$ cat src/design/ttcu_pkg.sv
// Purpose: Constants, field layouts and types of the three timer/counter unit.
// Assumes: One core clock; a machine cycle is twelve core clocks.
// Notes:   Register offsets are byte addresses on the plain register port.
// What this block does
// - Source bit and mode field steer timers A, B
// - Mode register: B upper nibble, A lower
// - Mode 00: 13-bit count, five-bit prescaler
// - Mode 00 keeps low byte top bits untouched
// - Rollover to zero sets overflow flag
// - Count needs run bit and gate clear or pin high
// - Setting run bit leaves counts unchanged
// - Mode 01: full 16-bit cascaded counter
// - Mode 10: low byte reloads from high byte
// - Timer B mode 11 holds its count
// - Timer A mode 11 splits into two bytes
// - Timer B then runs by mode, no flag
// - Overflow flags at bits 7 and 5
// - Run bits at control bits 6 and 4
// - Pin edge flags at bits 3 and 1
// - Trigger type bits at bits 2 and 0
// - Source bit selects dedicated count pin
// - Timer C: timer or counter, three modes
// - Capture mode: 16-bit count sets overflow flag
// - Trigger fall captures count, sets trigger flag
// - Reload mode: rollover reloads from preset pair
// - Trigger fall also forces reload, sets flag
// - Timer function counts once per machine cycle
// - Pin sampled per machine cycle, high-low counts
// - Timer C overflow flag stays until cleared
// - Timer C runs only with run bit

package ttcu_pkg;

  // Machine cycle length in core clocks.
  localparam int unsigned MCYCLE_CLKS = 12;
  localparam logic [3:0]  MCYCLE_LAST = 4'(MCYCLE_CLKS - 1);

  // Register byte addresses.
  localparam logic [7:0] ADDR_CTRL    = 8'h00;
  localparam logic [7:0] ADDR_MODE    = 8'h01;
  localparam logic [7:0] ADDR_A_LO    = 8'h02;
  localparam logic [7:0] ADDR_A_HI    = 8'h03;
  localparam logic [7:0] ADDR_B_LO    = 8'h04;
  localparam logic [7:0] ADDR_B_HI    = 8'h05;
  localparam logic [7:0] ADDR_C_CTRL  = 8'h06;
  localparam logic [7:0] ADDR_C_LO    = 8'h07;
  localparam logic [7:0] ADDR_C_HI    = 8'h08;
  localparam logic [7:0] ADDR_CAP_LO  = 8'h09;
  localparam logic [7:0] ADDR_CAP_HI  = 8'h0A;

  // Values after reset.
  localparam logic [7:0]  RST_BYTE = 8'h00;
  localparam logic [15:0] RST_WORD = 16'h0000;
  localparam logic [15:0] WORD_MAX = 16'hFFFF;

  // Operating modes of timers A and B.
  typedef enum logic [1:0] {MODE_13BIT, MODE_16BIT, MODE_RELOAD8, MODE_SPLIT} ttcu_tmode_t;

  // Run and flag control register, bit 7 first.
  typedef struct packed {
    logic second_timer_overflow_flag;
    logic second_timer_run;
    logic first_timer_overflow_flag;
    logic first_timer_run;
    logic ext_irq_b_edge_flag;
    logic ext_irq_b_trigger_type;
    logic ext_irq_a_edge_flag;
    logic ext_irq_a_trigger_type;
  } ttcu_ctrl_t;

  // One nibble of the mode select register.
  typedef struct packed {
    logic gate;
    logic count_source_select;
    logic mode_bit_high;
    logic mode_bit_low;
  } ttcu_nib_t;

  typedef struct packed {
    ttcu_nib_t second;
    ttcu_nib_t first;
  } ttcu_mode_t;

  // Third timer control register, bit 7 first.
  typedef struct packed {
    logic third_overflow_flag;
    logic third_trigger_flag;
    logic uart_rx_baud_source;
    logic uart_tx_baud_source;
    logic third_trigger_enable;
    logic third_timer_run;
    logic third_count_source_select;
    logic capture_select;
  } ttcu_cctrl_t;

  // Vector acknowledges from the interrupt logic.
  typedef struct packed {
    logic second_timer;
    logic ext_irq_b;
    logic first_timer;
    logic ext_irq_a;
  } ttcu_ack_t;

  // Request flags handed to the interrupt logic.
  typedef struct packed {
    logic second_timer;
    logic ext_irq_b;
    logic first_timer;
    logic ext_irq_a;
    logic third_overflow;
    logic third_trigger;
  } ttcu_req_t;

endpackage : ttcu_pkg

$ cat src/design/ttcu_top.sv
// Purpose: Three timer/counters with mode, control and capture registers.
// Assumes: Pins are asynchronous; acknowledges come from the same clock.
// Notes:   Software writes to count bytes win over counting in that cycle.
//
// Strobed register access and the register offsets are this design's own decisions.

`timescale 1ns/1ps
`default_nettype none

module ttcu_top
  import ttcu_pkg::*;
(
  input  wire logic       CLK,
  input  wire logic       RST,
  input  wire logic [7:0] REG_ADDR,
  input  wire logic [7:0] REG_WDATA,
  input  wire logic       REG_WR,
  input  wire logic       REG_RD,
  output logic      [7:0] REG_RDATA,
  input  wire logic       EXT_IRQ_A_PIN,
  input  wire logic       EXT_IRQ_B_PIN,
  input  wire logic       FIRST_COUNT_PIN,
  input  wire logic       SECOND_COUNT_PIN,
  input  wire logic       THIRD_COUNT_PIN,
  input  wire logic       THIRD_TIMER_TRIGGER_PIN,
  input  wire ttcu_ack_t  VECTOR_ACK,
  output ttcu_req_t       IRQ_FLAGS,
  output logic            SECOND_OVF_TICK,
  output logic            THIRD_OVF_TICK
);

  // ---------------------------------------------------------------
  // Step functions
  // ---------------------------------------------------------------

  // Mode field of one nibble as a mode value.
  function automatic ttcu_tmode_t ttcu_mode_of(input ttcu_nib_t nib);
    return ttcu_tmode_t'({nib.mode_bit_high, nib.mode_bit_low});
  endfunction : ttcu_mode_of

  // One count step of timer A or B; bit 16 is the overflow.
  function automatic logic [16:0] ttcu_step(input ttcu_tmode_t md,
                                            input logic [7:0]  hi,
                                            input logic [7:0]  lo,
                                            input logic        inc);
    logic [13:0] s13;
    logic [16:0] s16;
    logic [8:0]  s8;
    logic [16:0] r;
    s13 = {1'b0, hi, lo[4:0]} + 14'h0001;
    s16 = {1'b0, hi, lo} + 17'h00001;
    s8  = {1'b0, lo} + 9'h001;
    r   = {1'b0, hi, lo};
    if (inc)
    begin
      case (md)
        MODE_13BIT:   r = {s13[13], s13[12:5], lo[7:5], s13[4:0]};
        MODE_16BIT:   r = s16;
        MODE_RELOAD8: r = {s8[8], hi, s8[8] ? hi : s8[7:0]};
        default:      r = {s8[8], hi, s8[7:0]};
      endcase
    end
    return r;
  endfunction : ttcu_step

  // ---------------------------------------------------------------
  // Declarations
  // ---------------------------------------------------------------

  logic [3:0]  pre_ff;
  logic [5:0]  pin_meta_ff;
  logic [5:0]  pin_sync_ff;
  logic [5:0]  samp_ff;
  logic [5:0]  fall_ff;
  ttcu_ctrl_t  ctrl_ff;
  ttcu_ctrl_t  nxt_ctrl;
  ttcu_mode_t  mode_ff;
  ttcu_cctrl_t cctrl_ff;
  ttcu_cctrl_t nxt_cctrl;
  logic [7:0]  a_lo_ff;
  logic [7:0]  a_hi_ff;
  logic [7:0]  b_lo_ff;
  logic [7:0]  b_hi_ff;
  logic [15:0] c_cnt_ff;
  logic [15:0] cap_ff;
  logic [7:0]  nxt_a_lo;
  logic [7:0]  nxt_a_hi;
  logic [7:0]  nxt_b_lo;
  logic [7:0]  nxt_b_hi;
  logic [15:0] nxt_c_cnt;
  logic [15:0] nxt_cap;
  logic [7:0]  rd_mux;
  logic [7:0]  rdata_ff;
  logic        b_tick_ff;
  logic        c_tick_ff;

  // ---------------------------------------------------------------
  // Machine cycle and pin sampling
  // ---------------------------------------------------------------

  // One tick per machine cycle of twelve clocks.
  wire tick = (pre_ff == MCYCLE_LAST);

  always_ff @(posedge CLK or posedge RST)
  begin
    if (RST)
      pre_ff <= 4'h0;
    else
      pre_ff <= tick ? 4'h0 : pre_ff + 4'h1;
  end

  // Pin order: irq A, irq B, count A, count B, count C, trigger.
  wire [5:0] pins = {EXT_IRQ_A_PIN, EXT_IRQ_B_PIN, FIRST_COUNT_PIN,
                     SECOND_COUNT_PIN, THIRD_COUNT_PIN, THIRD_TIMER_TRIGGER_PIN};

  // Two flops per pin; only the second stage feeds any logic.
  always_ff @(posedge CLK or posedge RST)
  begin
    if (RST)
    begin
      pin_meta_ff <= 6'h3F;
      pin_sync_ff <= 6'h3F;
    end
    else
    begin
      pin_meta_ff <= pins;
      pin_sync_ff <= pin_meta_ff;
    end
  end

  // Sample once per machine cycle; a high then a low sample is one
  // falling edge, flagged for a single clock after the tick.
  always_ff @(posedge CLK or posedge RST)
  begin
    if (RST)
    begin
      samp_ff <= 6'h3F;
      fall_ff <= 6'h00;
    end
    else
    begin
      if (tick)
        samp_ff <= pin_sync_ff;
      fall_ff <= tick ? (samp_ff & ~pin_sync_ff) : 6'h00;
    end
  end

  wire irq_a_lvl  = pin_sync_ff[5];
  wire irq_b_lvl  = pin_sync_ff[4];
  wire irq_a_fall = fall_ff[5];
  wire irq_b_fall = fall_ff[4];
  wire a_evt      = fall_ff[3];
  wire b_evt      = fall_ff[2];
  wire c_evt      = fall_ff[1];
  wire trig_fall  = fall_ff[0];

  // ---------------------------------------------------------------
  // Register strobes
  // ---------------------------------------------------------------

  wire wr_ctrl   = REG_WR & (REG_ADDR == ADDR_CTRL);
  wire wr_mode   = REG_WR & (REG_ADDR == ADDR_MODE);
  wire wr_a_lo   = REG_WR & (REG_ADDR == ADDR_A_LO);
  wire wr_a_hi   = REG_WR & (REG_ADDR == ADDR_A_HI);
  wire wr_b_lo   = REG_WR & (REG_ADDR == ADDR_B_LO);
  wire wr_b_hi   = REG_WR & (REG_ADDR == ADDR_B_HI);
  wire wr_cctrl  = REG_WR & (REG_ADDR == ADDR_C_CTRL);
  wire wr_c_lo   = REG_WR & (REG_ADDR == ADDR_C_LO);
  wire wr_c_hi   = REG_WR & (REG_ADDR == ADDR_C_HI);
  wire wr_cap_lo = REG_WR & (REG_ADDR == ADDR_CAP_LO);
  wire wr_cap_hi = REG_WR & (REG_ADDR == ADDR_CAP_HI);

  // ---------------------------------------------------------------
  // Timers A and B
  // ---------------------------------------------------------------

  wire ttcu_tmode_t mode_a = ttcu_mode_of(mode_ff.first);
  wire ttcu_tmode_t mode_b = ttcu_mode_of(mode_ff.second);
  wire split_a = (mode_a == MODE_SPLIT);

  // Run qualifier: run bit and either no gating or the irq pin high.
  wire run_a = ctrl_ff.first_timer_run & (~mode_ff.first.gate | irq_a_lvl);

  // In split mode the run bit of B belongs to the high byte of A, so B
  // is started and stopped by leaving or entering its mode 11, and by the irq B pin when its gate bit is set.
  wire run_b = (mode_b != MODE_SPLIT)
             & (split_a | ctrl_ff.second_timer_run)
             & (~mode_ff.second.gate | irq_b_lvl);

  // Machine cycles or pin edges, per source select.
  wire inc_a = run_a & (mode_ff.first.count_source_select ? a_evt : tick);
  wire inc_b = run_b & (mode_ff.second.count_source_select ? b_evt : tick);

  wire [16:0] step_a = ttcu_step(mode_a, a_hi_ff, a_lo_ff, inc_a);
  wire [16:0] step_b = ttcu_step(mode_b, b_hi_ff, b_lo_ff, inc_b);

  // Split high byte counts machine cycles under the run bit of B.
  wire       inc_ah  = split_a & ctrl_ff.second_timer_run & tick;
  wire [8:0] ah_sum  = {1'b0, a_hi_ff} + 9'h001;
  wire       ah_ovf  = inc_ah & ah_sum[8];

  wire ovf_a = step_a[16];
  wire ovf_b = step_b[16];

  // Overflow flag of B comes from the split high byte when A is split.
  wire set_flag_b = split_a ? ah_ovf : ovf_b;

  // Count bytes: a software write takes the cycle, otherwise step.
  // A run-bit write never touches them.
  assign nxt_a_lo = wr_a_lo ? REG_WDATA : step_a[7:0];
  assign nxt_a_hi = wr_a_hi ? REG_WDATA
                  : split_a ? (inc_ah ? ah_sum[7:0] : a_hi_ff)
                  : step_a[15:8];
  assign nxt_b_lo = wr_b_lo ? REG_WDATA : step_b[7:0];
  assign nxt_b_hi = wr_b_hi ? REG_WDATA : step_b[15:8];

  always_ff @(posedge CLK or posedge RST)
  begin
    if (RST)
    begin
      a_lo_ff <= RST_BYTE;
      a_hi_ff <= RST_BYTE;
      b_lo_ff <= RST_BYTE;
      b_hi_ff <= RST_BYTE;
      mode_ff <= RST_BYTE;
    end
    else
    begin
      a_lo_ff <= nxt_a_lo;
      a_hi_ff <= nxt_a_hi;
      b_lo_ff <= nxt_b_lo;
      b_hi_ff <= nxt_b_hi;
      if (wr_mode)
        mode_ff <= REG_WDATA;
    end
  end

  // ---------------------------------------------------------------
  // Run and flag control register
  // ---------------------------------------------------------------

  // Writes and vector acknowledges clear; hardware sets win over both
  // so an overflow in the clearing cycle is never lost.
  always_comb
  begin
    nxt_ctrl = wr_ctrl ? ttcu_ctrl_t'(REG_WDATA) : ctrl_ff;
    if (VECTOR_ACK.second_timer)
      nxt_ctrl.second_timer_overflow_flag = 1'b0;
    if (VECTOR_ACK.first_timer)
      nxt_ctrl.first_timer_overflow_flag = 1'b0;
    if (VECTOR_ACK.ext_irq_b)
      nxt_ctrl.ext_irq_b_edge_flag = 1'b0;
    if (VECTOR_ACK.ext_irq_a)
      nxt_ctrl.ext_irq_a_edge_flag = 1'b0;
    if (set_flag_b)
      nxt_ctrl.second_timer_overflow_flag = 1'b1;
    if (ovf_a)
      nxt_ctrl.first_timer_overflow_flag = 1'b1;
    // Edge type latches a sampled fall; level type follows a low pin.
    if (ctrl_ff.ext_irq_b_trigger_type)
    begin
      if (irq_b_fall)
        nxt_ctrl.ext_irq_b_edge_flag = 1'b1;
    end
    else if (tick)
      nxt_ctrl.ext_irq_b_edge_flag = ~samp_ff[4];
    if (ctrl_ff.ext_irq_a_trigger_type)
    begin
      if (irq_a_fall)
        nxt_ctrl.ext_irq_a_edge_flag = 1'b1;
    end
    else if (tick)
      nxt_ctrl.ext_irq_a_edge_flag = ~samp_ff[5];
  end

  always_ff @(posedge CLK or posedge RST)
  begin
    if (RST)
      ctrl_ff <= RST_BYTE;
    else
      ctrl_ff <= nxt_ctrl;
  end

  // ---------------------------------------------------------------
  // Timer C
  // ---------------------------------------------------------------

  // Baud generation forces reload and keeps the overflow flag quiet;
  // the serial side itself lies outside this block.
  wire baud_c   = cctrl_ff.uart_rx_baud_source | cctrl_ff.uart_tx_baud_source;
  wire cap_mode = cctrl_ff.capture_select & ~baud_c;
  wire inc_c    = cctrl_ff.third_timer_run
                & (cctrl_ff.third_count_source_select ? c_evt : tick);
  wire ovf_c    = inc_c & (c_cnt_ff == WORD_MAX);
  wire trig_c   = cctrl_ff.third_trigger_enable & trig_fall;

  wire [15:0] c_sum = c_cnt_ff + 16'h0001;

  // Reload on rollover or trigger outside capture mode.
  wire reload_c = ~cap_mode & (ovf_c | trig_c);
  wire [15:0] c_run = reload_c ? cap_ff : (inc_c ? c_sum : c_cnt_ff);

  assign nxt_c_cnt = {wr_c_hi ? REG_WDATA : c_run[15:8],
                      wr_c_lo ? REG_WDATA : c_run[7:0]};

  // Capture pair: software preset, or count caught on a trigger fall.
  wire [15:0] cap_hw = (cap_mode & trig_c) ? c_cnt_ff : cap_ff;
  assign nxt_cap = {wr_cap_hi ? REG_WDATA : cap_hw[15:8],
                    wr_cap_lo ? REG_WDATA : cap_hw[7:0]};

  // Flags are cleared only by software; hardware sets win.
  always_comb
  begin
    nxt_cctrl = wr_cctrl ? ttcu_cctrl_t'(REG_WDATA) : cctrl_ff;
    if (ovf_c & ~baud_c)
      nxt_cctrl.third_overflow_flag = 1'b1;
    if (trig_c)
      nxt_cctrl.third_trigger_flag = 1'b1;
  end

  always_ff @(posedge CLK or posedge RST)
  begin
    if (RST)
    begin
      cctrl_ff <= RST_BYTE;
      c_cnt_ff <= RST_WORD;
      cap_ff   <= RST_WORD;
    end
    else
    begin
      cctrl_ff <= nxt_cctrl;
      c_cnt_ff <= nxt_c_cnt;
      cap_ff   <= nxt_cap;
    end
  end

  // ---------------------------------------------------------------
  // Read path and outputs
  // ---------------------------------------------------------------

  // Read mux; unmapped addresses read as zero.
  always_comb
  begin
    if (REG_ADDR == ADDR_CTRL)
      rd_mux = ctrl_ff;
    else if (REG_ADDR == ADDR_MODE)
      rd_mux = mode_ff;
    else if (REG_ADDR == ADDR_A_LO)
      rd_mux = a_lo_ff;
    else if (REG_ADDR == ADDR_A_HI)
      rd_mux = a_hi_ff;
    else if (REG_ADDR == ADDR_B_LO)
      rd_mux = b_lo_ff;
    else if (REG_ADDR == ADDR_B_HI)
      rd_mux = b_hi_ff;
    else if (REG_ADDR == ADDR_C_CTRL)
      rd_mux = cctrl_ff;
    else if (REG_ADDR == ADDR_C_LO)
      rd_mux = c_cnt_ff[7:0];
    else if (REG_ADDR == ADDR_C_HI)
      rd_mux = c_cnt_ff[15:8];
    else if (REG_ADDR == ADDR_CAP_LO)
      rd_mux = cap_ff[7:0];
    else if (REG_ADDR == ADDR_CAP_HI)
      rd_mux = cap_ff[15:8];
    else
      rd_mux = RST_BYTE;
  end

  // Read data stands only in the cycle after the strobe.
  // Overflow ticks feed serial baud timing whatever the flags do.
  always_ff @(posedge CLK or posedge RST)
  begin
    if (RST)
    begin
      rdata_ff  <= RST_BYTE;
      b_tick_ff <= 1'b0;
      c_tick_ff <= 1'b0;
    end
    else
    begin
      rdata_ff  <= REG_RD ? rd_mux : RST_BYTE;
      b_tick_ff <= ovf_b;
      c_tick_ff <= ovf_c;
    end
  end

  assign REG_RDATA       = rdata_ff;
  assign SECOND_OVF_TICK = b_tick_ff;
  assign THIRD_OVF_TICK  = c_tick_ff;
  assign IRQ_FLAGS       = '{second_timer:   ctrl_ff.second_timer_overflow_flag,
                             ext_irq_b:      ctrl_ff.ext_irq_b_edge_flag,
                             first_timer:    ctrl_ff.first_timer_overflow_flag,
                             ext_irq_a:      ctrl_ff.ext_irq_a_edge_flag,
                             third_overflow: cctrl_ff.third_overflow_flag,
                             third_trigger:  cctrl_ff.third_trigger_flag};

endmodule : ttcu_top

`default_nettype wire

$ cat config.mk
export PLATFORM = sky130hd
export DESIGN_NAME = ttcu_top
export DESIGN_NICKNAME = d
export VERILOG_FILES = /design/src/design/ttcu_pkg.sv /design/src/design/ttcu_top.sv
export SDC_FILE = /design/constraint.sdc
export NUM_CORES = 1
export LEC_CHECK = 0
export BUFFER_PORTS_ARGS = -buffer_cell sky130_fd_sc_hd__buf_2
export CORE_MARGIN = 1.5
export CORE_UTILIZATION = 65
export DETAILED_ROUTE_END_ITERATION = 8
export PLACE_DENSITY = 0.87
export SLEW_MARGIN = 20
export SYNTH_ARGS = -nofsm -noshare
export SYNTH_HDL_FRONTEND = slang
export SYNTH_SLANG_ARGS = --single-unit
$ cat constraint.sdc
create_clock -name CLK -period 6.69 [get_ports CLK]
set_input_delay 0.669 -clock CLK [delete_from_list [all_inputs] [get_ports CLK]]
set_output_delay 0.669 -clock CLK [all_outputs]
set_load 0.02 [all_outputs]
==> impl_metrics.py <==
metrics = {
    "yosys": {
        "postSynth.asyncResetShare": 1.00,
        "synth_area_leaders": "sky130_fd_sc_hd__dfrtp_1 36%, sky130_fd_sc_hd__dfstp_2 6.2%, sky130_fd_sc_hd__mux2i_1 5.3%, sky130_fd_sc_hd__nand2_1 5.1%, sky130_fd_sc_hd__o21ai_0 4.9%",
        "netlist.area_leader.share": 0.356,
        "unique_cell_type_count_in_the_yosys_netlist": 77,
        "syn-cell-area_um2": 7580,
        "synth-seq-area-share": 0.419,
        "synthDominantAreaCellType": "sky130_fd_sc_hd__dfrtp_1",
        "synth_edf_count": 0,
        "synth_flop_cell": "sky130_fd_sc_hd__dfrtp_1",
        "synth-seq-cells": 126,
        "synth.avg_cell_area_um2": 9.03,
        "postSynthCellCount": 840,
        "mappedNetlistNets": 875,
        "yosysWarningCount": 0,
    },
    "critical_path": {
        "timing.critical_path.required_ns": 6.97,
        "cp-end-kind": "register",
        "worst-endpoint-arrival_ns": 3.23,
        "worstPathMaxFanout": 11,
        "worst_setup_path_start_kind": "register",
        "worst_path_max_delay_cell": "sky130_fd_sc_hd__nor4_1",
        "worst_path_largest_cell_delay_ns": 0.87,
        "critical_path.cell_chain": "ha_1 -> and3b_1 -> o2111ai_1 -> nor4_1 -> nand3_1 -> xor2_1 -> a21oi_1",
        "worstSetupPathType": "reg -> reg",
        "worst-r2r-setup-slack_ns": 3.74,
    },
    "sta": {
        "clock.fmax_ghz": 0.339,
        "final_period_minus_worst_setup_slack_ns": 2.95,
        "fin_setup_tns_ns": 0,
        "setup_violators_final": 0,
        "layout_worst_path_cycle_share": 0.441,
        "slew-limit-headroom": 0.341,
        "final.hold.worst_slack_ns": 0.337,
        "drv_slew": 0,
        "tightest_slew_ns": 0.985,
        "finalHoldViolCount": 0,
        "final.setup_skew_ns": 0.0100,
        "rsz0062_at_grt": "no",
    },
    "detailed_routing": {
        "first_pass_iters": 6,
        "route.detailed.drc": 0,
        "detailedRoute.firstIterationViolations": 945,
        "wl_per_cell_um": 22.3,
        "vias_per_cell": 6.85,
        "num_vias": 6881,
        "detail_route_antenna_nets": 0,
        "total_routed_length_um": 22400,
    },
    "placed_design": {
        "post-dp-hpwl_um": 15400,
        "numPortBuffers": 45,
        "number_of_placed_instances_taps_included": 973,
        "dpl-instance-area_um2": 7760,
        "finalWeightedCongestion": 0.950,
    },
    "pwr": {
        "peakVddDrop_mv": 0.234,
        "leakagePower_nw": 3.34,
        "power-per-cell-area_nw_per_um2": 256,
        "totalPowerFinal_mw": 2.14,
    },
    "floorplanning": {
        "design.die.area_um2": 12300,
        "core_area_um2": 11400,
        "fp.dieW_um": 111,
        "dieHeight_um": 111,
        "rows": 39,
        "floorplan.initialDensity": 0.664,
        "io_pins": 46,
    },
    "hold_path": {
        "hold_class": "in -> reg",
    },
    "clock_network": {
        "post_cts.repair.setup_buffers": 0,
        "cts_tree": "yes",
        "clock-root-buffer": "sky130_fd_sc_hd__clkbuf_16",
        "cts.hold.buffers_added": 0,
        "post_cts_resize_count": 0,
        "clk_pin_slew_worst_paths_ns": 0.06,
        "clock_tree.buffer_depth": 2,
        "numCtsBuffers": 17,
        "cts.sinks": 126,
        "worst_skew_pair.late_latency_ns": 0.43,
        "max_h_tree_level": 4,
    },
    "global_routing": {
        "grt_max_degree": 77,
        "grt_overflow": 0,
        "vias_in_the_first_global_route": 6576,
        "track_usage": 0.373,
        "grt_antenna_before_repair": 0,
        "wire_length_of_the_first_global_routing_pass_um": 35300,
    },
    "finish": {
        "layout-area-overhead-vs-synth_pct": 10.3,
        "stdcell_area_um2": 8360,
        "fillerInstances": 840,
        "number_of_nets_in_the_final_layout": 884,
        "layoutNonFillerInstCount": 1005,
        "drive_above_1_share": 0.174,
        "antenna_diode_count": 0,
    },
    "flow_run": {
        "max-cap-violations": 0,
    },
    "run_status": {
        "outcome": "complete, no violations",
    },
}
==> path summary, 6_finish.rpt <==
kind                                       end  depth (start not counted)                     from
worst min-delay path            pin_meta_ff[0]                          1  THIRD_TIMER_TRIGGER_PIN
worst max-delay path                b_hi_ff[6]                          7                pre_ff[0]
min in group asynchronous           a_hi_ff[5]                          2                      RST
worst max register to register      b_hi_ff[6]                          7                pre_ff[0]
worst min register to register  pin_sync_ff[0]                          0           pin_meta_ff[0]
max in group asynchronous            pre_ff[3]                          3                      RST
==> metal layers <==
| metal | vias up | part of all wire | GRT usage |
|---|---|---|---|
| li1 | 3062 | - | - |
| met1 | 3296 | 0.38 | 0.480 |
| met2 | 432 | 0.47 | 0.596 |
| met3 | 91 | 0.10 | 0.0957 |
| met4 | 0 | 0.041 | 0.166 |
| met5 | - | 0 | 0 |
==> layout by cell type (no fill, tap or decap), types with 11 or more instances in the layout <==
master and instances:
sky130_fd_sc_hd__a211oi_1 13, sky130_fd_sc_hd__a21oi_1 49, sky130_fd_sc_hd__a22oi_1 11, sky130_fd_sc_hd__buf_2 45, sky130_fd_sc_hd__clkbuf_16 17, sky130_fd_sc_hd__dfrtp_1 108
sky130_fd_sc_hd__dfstp_2 18, sky130_fd_sc_hd__inv_1 16, sky130_fd_sc_hd__mux2_2 26, sky130_fd_sc_hd__mux2i_1 40, sky130_fd_sc_hd__nand2_1 102, sky130_fd_sc_hd__nand3_1 30
sky130_fd_sc_hd__nor2_1 76, sky130_fd_sc_hd__nor3_1 18, sky130_fd_sc_hd__o21ai_0 74, sky130_fd_sc_hd__o22ai_1 11, sky130_fd_sc_hd__xnor2_1 16, sky130_fd_sc_hd__xor2_1 17
==> logic make-up (layout without fill, tap and decap cells) <==
group / Yosys count / after routing / synth area share
AO/OA/AOI/OAI: 223 / 223 / 0.190
XOR/XNOR: 33 / 33 / 0.0381
adder cells (fa/ha/maj): 5 / 5 / 0.00825
buffers and inverters: 75 / 97 / 0.0418
flip-flops: 126 / 126 / 0.419
multiplexers: 70 / 70 / 0.103
AND/OR/NAND/NOR: 308 / 308 / 0.200
==> Yosys cell counts (all sizes together) (7+ instances only) <==
cell / n
a211oi: 13
a21oi: 49
a221oi: 8
a22oi: 11
a31oi: 8
and3: 7
buf: 18
clkbuf: 40
dfrtp: 108
dfstp: 18
inv: 17
mux2: 27
mux2i: 40
nand2: 102
nand2b: 9
nand3: 31
nand4: 10
nor2: 82
nor3: 20
nor3b: 8
o21ai: 75
o22ai: 11
or2: 7
xnor2: 16
xor2: 17
==> per-stage QoR <==
| step | util | setup slack (ns) |
|---|---|---|
| after global placement | 0.679 | 3.68 |
| after detailed placement | 0.679 | 3.53 |
| after global routing | 0.732 | 3.61 |
| final | 0.732 | 3.74 |
| after floorplan | - | 2.69 |
| after CTS | 0.732 | 3.86 |
==> final cells by class <==
type,instances,area [µm²],share of cell area
multi-input combinational,639,4090,0.489
sequential,126,3180,0.380
clock buffer,17,425,0.0509
timing repair buffer,48,248,0.0296
tap,143,179,0.0214
clock inverter,15,176,0.0211
inverter,17,66.3,0.00793
==> registers in the layout, summed over array words and instances (netlist names), 6 cells and up <==
signal / cells
c_cnt_ff: 16
fall_ff: 6
samp_ff: 6
a_lo_ff: 8
b_lo_ff: 8
REG_RDATA: 8
cctrl_ff: 6
pin_sync_ff: 6
a_hi_ff: 8
pin_meta_ff: 6
b_hi_ff: 8
IRQ_FLAGS: 6
cap_ff: 16
==> report_power, final <==
part / internal [mW] / total [mW] / switching [mW]
logic: 0.114 / 0.281 / 0.167
clock network: 0.561 / 0.944 / 0.383
registers: 0.819 / 0.913 / 0.0942
total: 1.49 / 2.14 / 0.644
==> worst max-delay path: cells and delay by family, from the launching register on <==
family	cells	cell delay, ns
AO/OA/AOI/OAI	2	0.41
adder cells (fa/ha/maj)	1	0.27
XOR/XNOR	1	0.21
flip-flops	1	0.37
AND/OR/NAND/NOR	3	1.54
Power figures use the tool's default switching activity.
